$ cat config.mk
export PLATFORM = sky130hd
export DESIGN_NAME = fvsu_unit
export DESIGN_NICKNAME = d
export VERILOG_FILES = /design/src/common/fvsu_pkg.sv /design/src/rtl/fvsu_lane.sv /design/src/rtl/fvsu_unit.sv
export VERILOG_INCLUDE_DIRS = /design/src /design/src/common
export SDC_FILE = /design/constraint.sdc
export NUM_CORES = 1
export LEC_CHECK = 0
export ABC_CLOCK_PERIOD_IN_PS = 4400
export BUFFER_PORTS_ARGS = -buffer_cell sky130_fd_sc_hd__buf_2
export CORE_UTILIZATION = 55
export DETAILED_ROUTE_END_ITERATION = 10
export GPL_ROUTABILITY_DRIVEN = 0
export PLACE_DENSITY_LB_ADDON = 0.25
export SETUP_SLACK_MARGIN = 0.15
export SYNTH_ARGS = -nofsm -noshare
export SYNTH_HDL_FRONTEND = slang
export SYNTH_SLANG_ARGS = --single-unit
$ cat constraint.sdc
create_clock -name clk_in -period 4.4 [get_ports clk_in]
set_input_delay 0.22 -clock clk_in [delete_from_list [all_inputs] [get_ports clk_in]]
set_output_delay 0.22 -clock clk_in [all_outputs]
set_load 0.03 [all_outputs]
$ cat src/common/fvsu_defs.svh
// fvsu_defs.svh: constants for the fractional vector subtract unit.
// assumes the standard 32-bit instruction layout of the core decode stage.
`ifndef FVSU_DEFS_SVH
`define FVSU_DEFS_SVH

// instruction field positions
`define FVSU_MAJOR_HI      31
`define FVSU_MAJOR_LO      26
`define FVSU_SUBOP_HI      10
`define FVSU_SUBOP_LO      6
`define FVSU_FUNC_HI       5
`define FVSU_FUNC_LO       0

// major opcode group
`define FVSU_MAJOR_GROUP   6'h1f

// function codes
`define FVSU_FUNC_OCTAL    6'h14
`define FVSU_FUNC_QUAD     6'h10
`define FVSU_FUNC_HALVING  6'h18

// sub-operation codes
`define FVSU_SUB_PW_WRAP   5'h13
`define FVSU_SUB_PW_SAT    5'h17
`define FVSU_SUB_QH_WRAP   5'h0b
`define FVSU_SUB_QH_SAT    5'h0f
`define FVSU_SUB_SW_SAT    5'h17
`define FVSU_SUB_HPH_TRUNC 5'h09
`define FVSU_SUB_HPH_ROUND 5'h0b

// overflow flag position in the extension control register
`define FVSU_OUFLAG_BIT    20

// lane widths and datapath width
`define FVSU_WORD_W        32
`define FVSU_HALF_W        16
`define FVSU_DATA_W        64

// reset values
`define FVSU_RESULT_RST    64'h0000000000000000

`endif

$ cat src/common/fvsu_pkg.sv
// fvsu_pkg: types shared by the fractional vector subtract unit.
// assumes fvsu_defs.svh is on the include path.
`default_nettype none

package fvsu_pkg;

	typedef enum logic [3:0] {
		FVSU_OP_NONE       = 4'h0,
		FVSU_OP_PW_WRAP    = 4'h1,
		FVSU_OP_PW_SAT     = 4'h2,
		FVSU_OP_QH_WRAP    = 4'h3,
		FVSU_OP_QH_SAT     = 4'h4,
		FVSU_OP_SW_SAT     = 4'h5,
		FVSU_OP_HPH_TRUNC  = 4'h6,
		FVSU_OP_HPH_ROUND  = 4'h7
	} fvsu_op_e;

	typedef logic [63:0] fvsu_data_t;

endpackage : fvsu_pkg

`default_nettype wire

$ cat src/rtl/fvsu_lane.sv
// fvsu_lane: one signed fractional subtract lane, wrapping or saturating.
// purely combinational; the caller registers the outputs.
`default_nettype none

module fvsu_lane #(
	parameter int W = 16
) (
	input  wire logic [W-1:0] a_in,
	input  wire logic [W-1:0] b_in,
	input  wire logic         sat_in,
	output logic      [W-1:0] res_out,
	output logic              ovf_out,
	output logic      [W:0]   diff_out
);

	wire logic [W:0]   diff;
	wire logic         ovf;
	wire logic [W-1:0] clamp;

	assign diff = {a_in[W-1], a_in} - {b_in[W-1], b_in};
	// top two bits disagree on overflow
	assign ovf = diff[W] ^ diff[W-1];
	assign clamp = diff[W] ? {1'b1, {(W-1){1'b0}}} : {1'b0, {(W-1){1'b1}}};
	assign res_out  = (sat_in && ovf) ? clamp : diff[W-1:0];
	assign ovf_out  = ovf;
	assign diff_out = diff;

endmodule : fvsu_lane

`default_nettype wire

$ cat src/rtl/fvsu_unit.sv
// fvsu_unit: fractional vector subtract execution unit, one-cycle latency.
// assumes the core supplies the instruction and both source registers in the
// same cycle as op_valid_in, and merges ouflag_set_out into its control reg.
`default_nettype none
`include "fvsu_defs.svh"

module fvsu_unit (
	input  wire logic               clk_in,
	input  wire logic               reset_in,
	input  wire logic               op_valid_in,
	input  wire logic [31:0]        instr_in,
	input  wire logic               ext_enable_in,
	input  wire fvsu_pkg::fvsu_data_t operand_one_reg_in,
	input  wire fvsu_pkg::fvsu_data_t operand_two_reg_in,
	output fvsu_pkg::fvsu_data_t    result_out,
	output logic                    result_valid_out,
	output logic                    ouflag_set_out,
	output logic                    exc_disabled_out,
	output logic                    exc_reserved_out
);

	import fvsu_pkg::*;

	localparam int HW = `FVSU_HALF_W;
	localparam int WW = `FVSU_WORD_W;
	localparam int NH = `FVSU_DATA_W / `FVSU_HALF_W;
	localparam int NW = `FVSU_DATA_W / `FVSU_WORD_W;

	fvsu_data_t result_ff;
	logic       result_valid_ff;
	logic       ouflag_set_ff;
	logic       exc_disabled_ff;
	logic       exc_reserved_ff;

	wire logic [5:0] major;
	wire logic [5:0] func;
	wire logic [4:0] subop;
	wire logic       in_group;
	wire logic       is_octal;
	wire logic       is_quad;
	wire logic       is_halving;
	fvsu_op_e        op;
	wire logic       op_known;
	wire logic       sat_sel;
	wire logic       go;

	// field extraction
	assign major = instr_in[`FVSU_MAJOR_HI:`FVSU_MAJOR_LO];
	assign func  = instr_in[`FVSU_FUNC_HI:`FVSU_FUNC_LO];
	assign subop = instr_in[`FVSU_SUBOP_HI:`FVSU_SUBOP_LO];

	assign in_group   = (major == `FVSU_MAJOR_GROUP);
	assign is_octal   = in_group && (func == `FVSU_FUNC_OCTAL);
	assign is_quad    = in_group && (func == `FVSU_FUNC_QUAD);
	assign is_halving = in_group && (func == `FVSU_FUNC_HALVING);

	assign op =
		(is_octal   && subop == `FVSU_SUB_PW_WRAP)   ? FVSU_OP_PW_WRAP   :
		(is_octal   && subop == `FVSU_SUB_PW_SAT)    ? FVSU_OP_PW_SAT    :
		(is_octal   && subop == `FVSU_SUB_QH_WRAP)   ? FVSU_OP_QH_WRAP   :
		(is_octal   && subop == `FVSU_SUB_QH_SAT)    ? FVSU_OP_QH_SAT    :
		(is_quad    && subop == `FVSU_SUB_SW_SAT)    ? FVSU_OP_SW_SAT    :
		(is_halving && subop == `FVSU_SUB_HPH_TRUNC) ? FVSU_OP_HPH_TRUNC :
		(is_halving && subop == `FVSU_SUB_HPH_ROUND) ? FVSU_OP_HPH_ROUND :
		FVSU_OP_NONE;

	assign op_known = (op != FVSU_OP_NONE);
	// a refused op leaves result_ff alone; the core may still read the last
	// executed value, so it must never be disturbed by an op that was not run
	assign go       = op_valid_in && op_known && ext_enable_in;

	// only saturating variants clamp; halving forms never look at sat
	assign sat_sel = (op == FVSU_OP_PW_SAT) || (op == FVSU_OP_QH_SAT) ||
		(op == FVSU_OP_SW_SAT);

	// lane array
	// lanes run every cycle whatever the op; the result mux picks one set,
	// trading some switching power for a short, fixed decode-to-result path
	wire logic [NH*HW-1:0]     half_res;
	wire logic [NH-1:0]        half_ovf;
	wire logic [NH*(HW+1)-1:0] half_diff;
	wire logic [NW*WW-1:0]     word_res;
	wire logic [NW-1:0]        word_ovf;

	genvar gi;
	generate
		for (gi = 0; gi < NH; gi++) begin : g_half
			fvsu_lane #(.W(HW)) u_lane (
				.a_in     (operand_one_reg_in[gi*HW +: HW]),
				.b_in     (operand_two_reg_in[gi*HW +: HW]),
				.sat_in   (sat_sel),
				.res_out  (half_res[gi*HW +: HW]),
				.ovf_out  (half_ovf[gi]),
				.diff_out (half_diff[gi*(HW+1) +: HW+1])
			);
		end
		for (gi = 0; gi < NW; gi++) begin : g_word
			fvsu_lane #(.W(WW)) u_lane (
				.a_in     (operand_one_reg_in[gi*WW +: WW]),
				.b_in     (operand_two_reg_in[gi*WW +: WW]),
				.sat_in   (sat_sel),
				.res_out  (word_res[gi*WW +: WW]),
				.ovf_out  (word_ovf[gi]),
				.diff_out ()
			);
		end
	endgenerate

	// halving path
	wire logic        round_sel;
	wire logic [HW:0] interim_lo;
	wire logic [HW:0] interim_hi;
	wire logic [HW:0] adj_lo;
	wire logic [HW:0] adj_hi;
	wire logic [HW-1:0] halve_lo;
	wire logic [HW-1:0] halve_hi;

	assign interim_lo = half_diff[0 +: HW+1];
	assign interim_hi = half_diff[HW+1 +: HW+1];
	assign round_sel  = (op == FVSU_OP_HPH_ROUND);

	assign adj_lo   = interim_lo + {{HW{1'b0}}, round_sel};
	assign adj_hi   = interim_hi + {{HW{1'b0}}, round_sel};
	assign halve_lo = adj_lo[HW:1];
	assign halve_hi = adj_hi[HW:1];

	// result selection
	fvsu_data_t nxt_result;
	logic       nxt_ouflag;

	always_comb begin
		nxt_result = `FVSU_RESULT_RST;
		nxt_ouflag = 1'b0;
		unique case (op)
			FVSU_OP_PW_WRAP, FVSU_OP_PW_SAT: begin
				nxt_result = word_res;
				nxt_ouflag = |word_ovf;
			end
			FVSU_OP_QH_WRAP, FVSU_OP_QH_SAT: begin
				nxt_result = half_res;
				nxt_ouflag = |half_ovf;
			end
			FVSU_OP_SW_SAT: begin
				nxt_result = {{WW{word_res[WW-1]}}, word_res[WW-1:0]};
				nxt_ouflag = word_ovf[0];
			end
			FVSU_OP_HPH_TRUNC, FVSU_OP_HPH_ROUND: begin
				// no flag from halving
				// upper word repeats the high halfword's sign so the whole
				// register reads as one signed value
				nxt_result = {{WW{halve_hi[HW-1]}}, halve_hi, halve_lo};
				nxt_ouflag = 1'b0;
			end
			FVSU_OP_NONE: begin
				nxt_result = `FVSU_RESULT_RST;
				nxt_ouflag = 1'b0;
			end
		endcase
	end

	wire logic nxt_exc_disabled;
	wire logic nxt_exc_reserved;
	assign nxt_exc_disabled = op_valid_in && op_known && !ext_enable_in;
	assign nxt_exc_reserved = op_valid_in && !op_known;

	always_ff @(posedge clk_in or posedge reset_in) begin
		if (reset_in) begin
			result_ff       <= `FVSU_RESULT_RST;
			result_valid_ff <= 1'b0;
			ouflag_set_ff   <= 1'b0;
		end else begin
			result_ff       <= go ? nxt_result : result_ff;
			result_valid_ff <= go;
			ouflag_set_ff   <= go && nxt_ouflag;
		end
	end

	always_ff @(posedge clk_in or posedge reset_in) begin
		if (reset_in) begin
			exc_disabled_ff <= 1'b0;
			exc_reserved_ff <= 1'b0;
		end else begin
			exc_disabled_ff <= nxt_exc_disabled;
			exc_reserved_ff <= nxt_exc_reserved;
		end
	end

	// the core ors this into bit 20; the unit never clears it, so the flag
	// stays sticky even when a later op reports no overflow
	assign result_out       = result_ff;
	assign result_valid_out = result_valid_ff;
	assign ouflag_set_out   = ouflag_set_ff;
	assign exc_disabled_out = exc_disabled_ff;
	assign exc_reserved_out = exc_reserved_ff;

endmodule : fvsu_unit

`default_nettype wire

==> results.py, run 1 <==
metrics = {
    "pwr": {
        "ir_drop_uv": 156,
        "power.density_mw_per_mm2": 222,
        "cellLeakagePower_nw": 5.53,
        "power_mw": 2.54,
    },
    "grt": {
        "grt_first_pass_wirelength_mm": 48.6,
        "antenna_found_initial": 5,
        "grt.total_usage_pct": 32.4,
        "grt_max_degree": 40,
        "grt_overflow": 0,
        "grt_pass1_vias": 10000,
    },
    "die": {
        "die_w_um": 137,
        "rows": 48,
        "die_area_mm2": 0.0187,
        "initial_utilization_pct": 57.0,
        "core_area_mm2": 0.0175,
        "die_y_um": 137,
        "io_pins": 232,
    },
    "clocking": {
        "postCtsSetupBuffers": 0,
        "cts_hold_buf": 0,
        "cts_tree": "built",
        "clock_sinks": 68,
        "cts_root_buf": "clkbuf_16",
        "numCtsBuffers": 9,
        "clk-insertion-delay-late_ns": 0.33,
        "cts_resized": 0,
        "clockBufferDepth": 2,
        "path_clk_slew_ns": 0.06,
        "cts.htree.levels": 3,
    },
    "logic_synthesis": {
        "synth_edf_count": 0,
        "synth.largest_area_cell": "dfrtp_1",
        "synth_area_leaders": "dfrtp_1 (17%), ha_1 (8.7%), a21oi_1 (7.2%)",
        "synth-seq-area-share_pct": 17.1,
        "yosys_warnings": 0,
        "synth-seq-cells": 68,
        "syn-cell-area_mm2": 0.00996,
        "yosysUniqueCellTypes": 95,
        "synthArstFlopShare_pct": 100,
        "synthFlopType": "dfrtp_1",
        "synth_top_area_share_pct": 17.1,
        "synth_cells": 1374,
        "synth_nets": 1611,
        "avgSynthCellArea_um2": 7.25,
    },
    "route": {
        "routed-via-count": 11300,
        "drc": 0,
        "wl_per_cell_um": 17.1,
        "drtIter0Drc": 958,
        "totalWireLength_mm": 30.4,
        "vias_per_cell": 6.33,
        "first_pass_iters": 7,
        "ant_nets": 0,
    },
    "timing": {
        "holdWs_ns": -0.00486,
        "clock.fmax_mhz": 278,
        "slew_headroom_pct": 38.6,
        "skew_ns": 0,
        "finalCritPeriodShare_pct": 81.8,
        "setup_slack_ns": 0.799,
        "tightest_slew_ns": 0.912,
        "tns_ns": 0,
        "rsz0062_at_grt": "false",
        "hold_viol": 3,
        "final_max_slew_viol_count": 0,
        "finalSetupViolations": 0,
        "finalCriticalPeriod_ns": 3.60,
    },
    "setup_path": {
        "ff2ff_path_depth": 3,
        "cp_max_fo": 33,
        "r2r_slack_ns": 3.50,
        "cp-start-kind": "input port",
        "worst_r2r_startpoint": "result_out[24]",
        "endpoint_kind": "flip-flop",
        "cp.arrival_ns": 3.81,
        "critPathRequiredTime_ns": 4.61,
        "criticalPathCategory": "input port to flip-flop",
        "r2r_end": "result_out[24]",
    },
    "placed_design": {
        "dp_cells": 1758,
        "port_buffers": 216,
        "dpl.hpwl_mm": 23.4,
        "postPlaceCellArea_mm2": 0.0111,
        "post-place-ws_ns": 0.523,
    },
    "layout": {
        "nets": 1781,
        "drive_gt1_share_pct": 19.2,
        "area_growth_pct": 14.8,
        "final_cell_area_mm2": 0.0114,
        "fillCellCount": 1612,
        "fin_cells": 1779,
        "fin_util_pct": 65.5,
    },
    "run_status": {
        "status": "finished with violations",
        "violations": "negative hold slack",
    },
    "worst_hold_path": {
        "min_path_type": "input port to async pin",
    },
    "job": {
        "cap_violations": 0,
    },
}
## layer usage
layer	vias to the layer above	wire, um	GRT usage [%]
met1	5202	13300	44.8
met2	613	13500	50.5
met5	-	0	0
met4	0	578	10.5
met3	51	3020	6.30
li1	5393	-	-
## power by group
part	internal, mW	switching, mW
combinational	0.471	0.717
sequential	0.627	0.000891
clock	0.436	0.283
## worst max-delay path, cell delays in order
cell and delay, ns:
buf_2 0.10, or4b_4 0.54, nor3_2 0.25, and2_1 0.18
nand2_1 0.17, nor2_1 0.20, ha_1 0.21, nand2_1 0.10
a2111oi_0 0.36, o2111ai_1 0.32, o41ai_2 0.46, o311ai_4 0.16
buf_4 0.28, a21oi_1 0.18, nor3_1 0.07
## state kept, by name, indices dropped and copies added, names as in the netlist
| name | flops |
|---|---|
| exc_disabled_out | 1 |
| exc_reserved_out | 1 |
| ouflag_set_out | 1 |
| result_out | 64 |
| result_valid_out | 1 |
## synth_stat cells, drive strengths merged (7+ instances only)
master / n
a211o: 8
a211oi: 18
a21o: 33
a21oi: 148
a221oi: 9
a31o: 7
a31oi: 27
and2: 15
and3: 20
and4: 11
buf: 28
clkbuf: 51
dfrtp: 68
ha: 69
inv: 94
nand2: 118
nand2b: 17
nand3: 25
nand3b: 7
nand4: 21
nor2: 116
nor2b: 14
nor3: 66
nor3b: 11
nor4: 8
o211ai: 12
o21a: 18
o21ai: 73
o21bai: 19
o31ai: 8
or2: 7
or3: 9
xnor2: 60
xor2: 41
## area by class of cell
| class | instances | area [um^2] | share of cell area, % |
|---|---|---|---|
| diodes | 6 | 15.0 | 0.131 |
| clock buffers | 11 | 233 | 2.03 |
| clock inverters | 4 | 51.3 | 0.448 |
| inverters | 94 | 353 | 3.08 |
| multi-input cells | 1133 | 7560 | 66.1 |
| flip-flops and latches | 68 | 1700 | 14.9 |
| well taps | 225 | 282 | 2.46 |
| repair buffers | 238 | 1250 | 10.9 |
## logic make-up after synthesis
kind of cell | after synthesis | synth area share (%)
XOR/XNOR | 101 | 8.95
buffers and inverters | 173 | 7.04
multiplexers | 5 | 0.515
flip-flops | 68 | 17.1
adder cells (fa/ha/maj) | 73 | 9.47
AO/OA/AOI/OAI | 472 | 32.3
AND/OR/NAND/NOR | 482 | 24.6
## cells in the final DEF (no fill, tap or decap), drive strengths merged, types with 27 or more instances in the layout
master | netlist | layout
nand2 | 118 | 118
buf | 28 | 238
inv | 94 | 94
nor2 | 116 | 116
ha | 69 | 69
xnor2 | 60 | 60
a21oi | 148 | 148
nor3 | 66 | 66
a21o | 33 | 33
xor2 | 41 | 41
a31oi | 27 | 27
dfrtp | 68 | 68
o21ai | 73 | 73
## worst max path at each step
| stage | start | end | slack (ns) | cells after the start |
|---|---|---|---|---|
| 3_3_place_gp | operand_one_reg_in[0] | result_out[14] | 0.65 | 15 |
| 5_1_grt | operand_one_reg_in[16] | result_out[49] | 0.54 | 15 |
| 2_1_floorplan | operand_one_reg_in[0] | result_out[14] | 0.99 | 13 |
| 3_5_place_dp | operand_one_reg_in[16] | result_out[38] | 0.52 | 15 |
| 6_report | instr_in[5] | result_out[42] | 0.80 | 15 |
| 4_1_cts | instr_in[5] | result_out[42] | 0.85 | 15 |
Power figures use the tool's default switching activity.
==> run 2: changes to the inputs <==
--- a/config.mk
+++ b/config.mk
@@ -6,7 +6,7 @@
 export SDC_FILE = /design/constraint.sdc
 export NUM_CORES = 1
 export LEC_CHECK = 0
-export ABC_CLOCK_PERIOD_IN_PS = 4400
+export ABC_CLOCK_PERIOD_IN_PS = 3600
 export BUFFER_PORTS_ARGS = -buffer_cell sky130_fd_sc_hd__buf_2
 export CORE_UTILIZATION = 55
 export DETAILED_ROUTE_END_ITERATION = 10
==> constraint.sdc (replaced) <==
create_clock -name clk_in -period 3.6 [get_ports clk_in]
set_input_delay 0.18 -clock clk_in [delete_from_list [all_inputs] [get_ports clk_in]]
set_output_delay 0.18 -clock clk_in [all_outputs]
set_load 0.03 [all_outputs]
==> run 2 against run 1 <==
Net effect: the run still ends with negative hold slack left; worst hold slack got worse by 0.017 ns; largest power group unchanged; clock skew unchanged; final cell count increased by 2.4%; highest routed layer unchanged; design area increased by 3.5%; setup slack got worse by 0.45 ns.
==> results.py, run 2 (synthesis gave the netlist of run 1 again) <==
metrics = {
    "run_status": {
        "status": "finished with violations",
        "violations": "negative hold slack",
    },
    "layout": {
        "drive_gt1_share_pct": 21.5,
        "fillCellCount": 1539,
        "largest_reg_flops": 64,
        "final_common_cell": "buf_2",
        "nets": 1823,
        "fin_cells": 1821,
        "ff_latch_area_mm2": 0.00170,
        "final_cell_mix": "buf_2 (216), a21oi_1 (144), nand2_1 (117), nor2_1 (116), inv_1 (93)",
        "area_growth_pct": 18.8,
        "multi_input_area_mm2": 0.00759,
    },
    "timing": {
        "finalCriticalPeriod_ns": 3.25,
        "setup_slack_ns": 0.350,
        "tightest_slew_ns": 0.805,
        "holdWs_ns": -0.0220,
        "tns_ns": 0,
        "finalCritPeriodShare_pct": 90.3,
        "final_max_slew_viol_count": 0,
        "skew_ns": 0,
        "hold_viol": 6,
        "slew_headroom_pct": 46.3,
        "rsz0062_at_grt": "false",
        "clock.fmax_mhz": 308,
        "finalSetupViolations": 0,
    },
    "route": {
        "drc": 0,
        "vias_per_cell": 6.32,
        "drtIter0Drc": 1096,
        "wl_per_cell_um": 17.2,
        "totalWireLength_mm": 31.4,
        "routed-via-count": 11500,
        "first_pass_iters": 8,
        "ant_nets": 0,
    },
    "die": {
        "core_area_mm2": 0.0175,
        "die_area_mm2": 0.0187,
        "die_w_um": 137,
        "rows": 48,
        "initial_utilization_pct": 57.0,
        "die_y_um": 137,
        "io_pins": 232,
    },
    "grt": {
        "grt_max_degree": 37,
        "grt_overflow": 0,
        "grt_pass1_vias": 10300,
        "antenna_found_initial": 4,
        "grt_first_pass_wirelength_mm": 50.0,
        "grt.total_usage_pct": 33.6,
    },
    "pwr": {
        "cellLeakagePower_nw": 5.78,
        "ir_drop_uv": 262,
        "power.density_mw_per_mm2": 277,
    },
    "job": {
        "cap_violations": 0,
    },
    "placed_design": {
        "port_buffers": 216,
        "post-place-ws_ns": 0.0814,
        "dpl.hpwl_mm": 24.2,
        "dp_cells": 1797,
    },
    "clocking": {
        "cts.htree.levels": 3,
        "cts_hold_buf": 0,
        "clockBufferDepth": 2,
        "clk-insertion-delay-late_ns": 0.34,
        "cts_tree": "built",
        "path_clk_slew_ns": 0.06,
        "numCtsBuffers": 9,
        "clock_sinks": 68,
        "cts_root_buf": "clkbuf_16",
    },
    "setup_path": {
        "cp.arrival_ns": 3.45,
        "crit_chain": "buf_2 -> ha_1 -> a211o_1 -> a2111o_1 -> a31oi_1 -> o221ai_1 -> o21ai_0 -> mux2i_1 -> a31oi_2 -> buf_4 -> nor2b_1 -> a31oi_1",
        "endpoint_kind": "flip-flop",
        "cp_top_family": "compound AO/OA/AOI/OAI gates",
        "cp-start-kind": "input port",
        "critPathRequiredTime_ns": 3.80,
        "max_stage_delay_ns": 0.50,
        "cp_max_fo": 6,
        "path_buf_inv": 2,
        "criticalPathCategory": "input port to flip-flop",
        "slowest_stage": "a31oi_2",
        "cp_common_cell": "a31oi_1",
    },
    "worst_hold_path": {
        "min_path_type": "input port to async pin",
    },
}
run 2: what timing repair did:
item                                    CTS  global route
buffers inserted                          0             3
endpoints found under the setup margin    0            33
resized for setup                         0             5
run 2: area by class of cell:
| class | count | share of cell area [%] |
|---|---|---|
| Timing Repair Buffer | 280 | 13.4 |
| Antenna cell | 5 | 0.106 |
| Tap cell | 225 | 2.38 |
| Inverter | 94 | 2.98 |
| Clock buffer | 12 | 2.08 |
| Sequential cell | 68 | 14.4 |
| Clock inverter | 4 | 0.613 |
| Multi-Input combinational cell | 1133 | 64.1 |
run 2: final timing paths:
check	startpoint	endpoint	slack, ns	cells after the start
setup reg to reg	result_out[24]	result_out[24]	2.69	3
min in group clk_in	ext_enable_in	exc_disabled_out	0.05	2
max in group asynchronous	reset_in	result_out[27]	2.61	3
hold / removal	reset_in	result_out[39]	-0.02	2
hold reg to reg	result_out[20]	result_out[20]	0.53	2
setup / recovery	operand_one_reg_in[25]	result_out[22]	0.35	12
run 2: worst reg2reg max path, stage by stage (launching register included):
cell and delay (ns):
dfrtp_1 0.43, nor2_1 0.16, a31o_2 0.12, o31ai_1 0.06
run 2: report_power, final:
group / internal, mW / switching (mW) / total [mW] / leakage [nW]
Sequential: 0.766 / 0.00113 / 0.767 / 0.948
Clock: 0.626 / 0.363 / 0.988 / 0.153
Combinational: 0.627 / 0.901 / 1.53 / 4.68
Total: 2.02 / 1.27 / 3.28 / 5.78
run 2: through the flow:
step	hold WS [ns]	area, um^2	utilization, %	total power [mW]
finish	-0.0220	11800	67.7	3.28
CTS	0.00283	11800	67.4	3.25
detailed placement	0.362	11500	65.6	2.26
floorplan	0.246	9960	-	1.85
global route	0.0346	11800	67.7	3.47
global placement	0.353	11500	65.6	2.23
run 2: layer usage:
metal  global-route usage (%)  routed length, um  vias to the layer above  part of all wire, %
met1                     45.7              13800                     5381                   44
met3                     5.59               2660                       78                  8.5
li1                         -                  -                     5492                    -
met5                        0                  0                        -                    0
met4                     12.0                770                        0                  2.5
met2                     53.2              14100                      566                   45
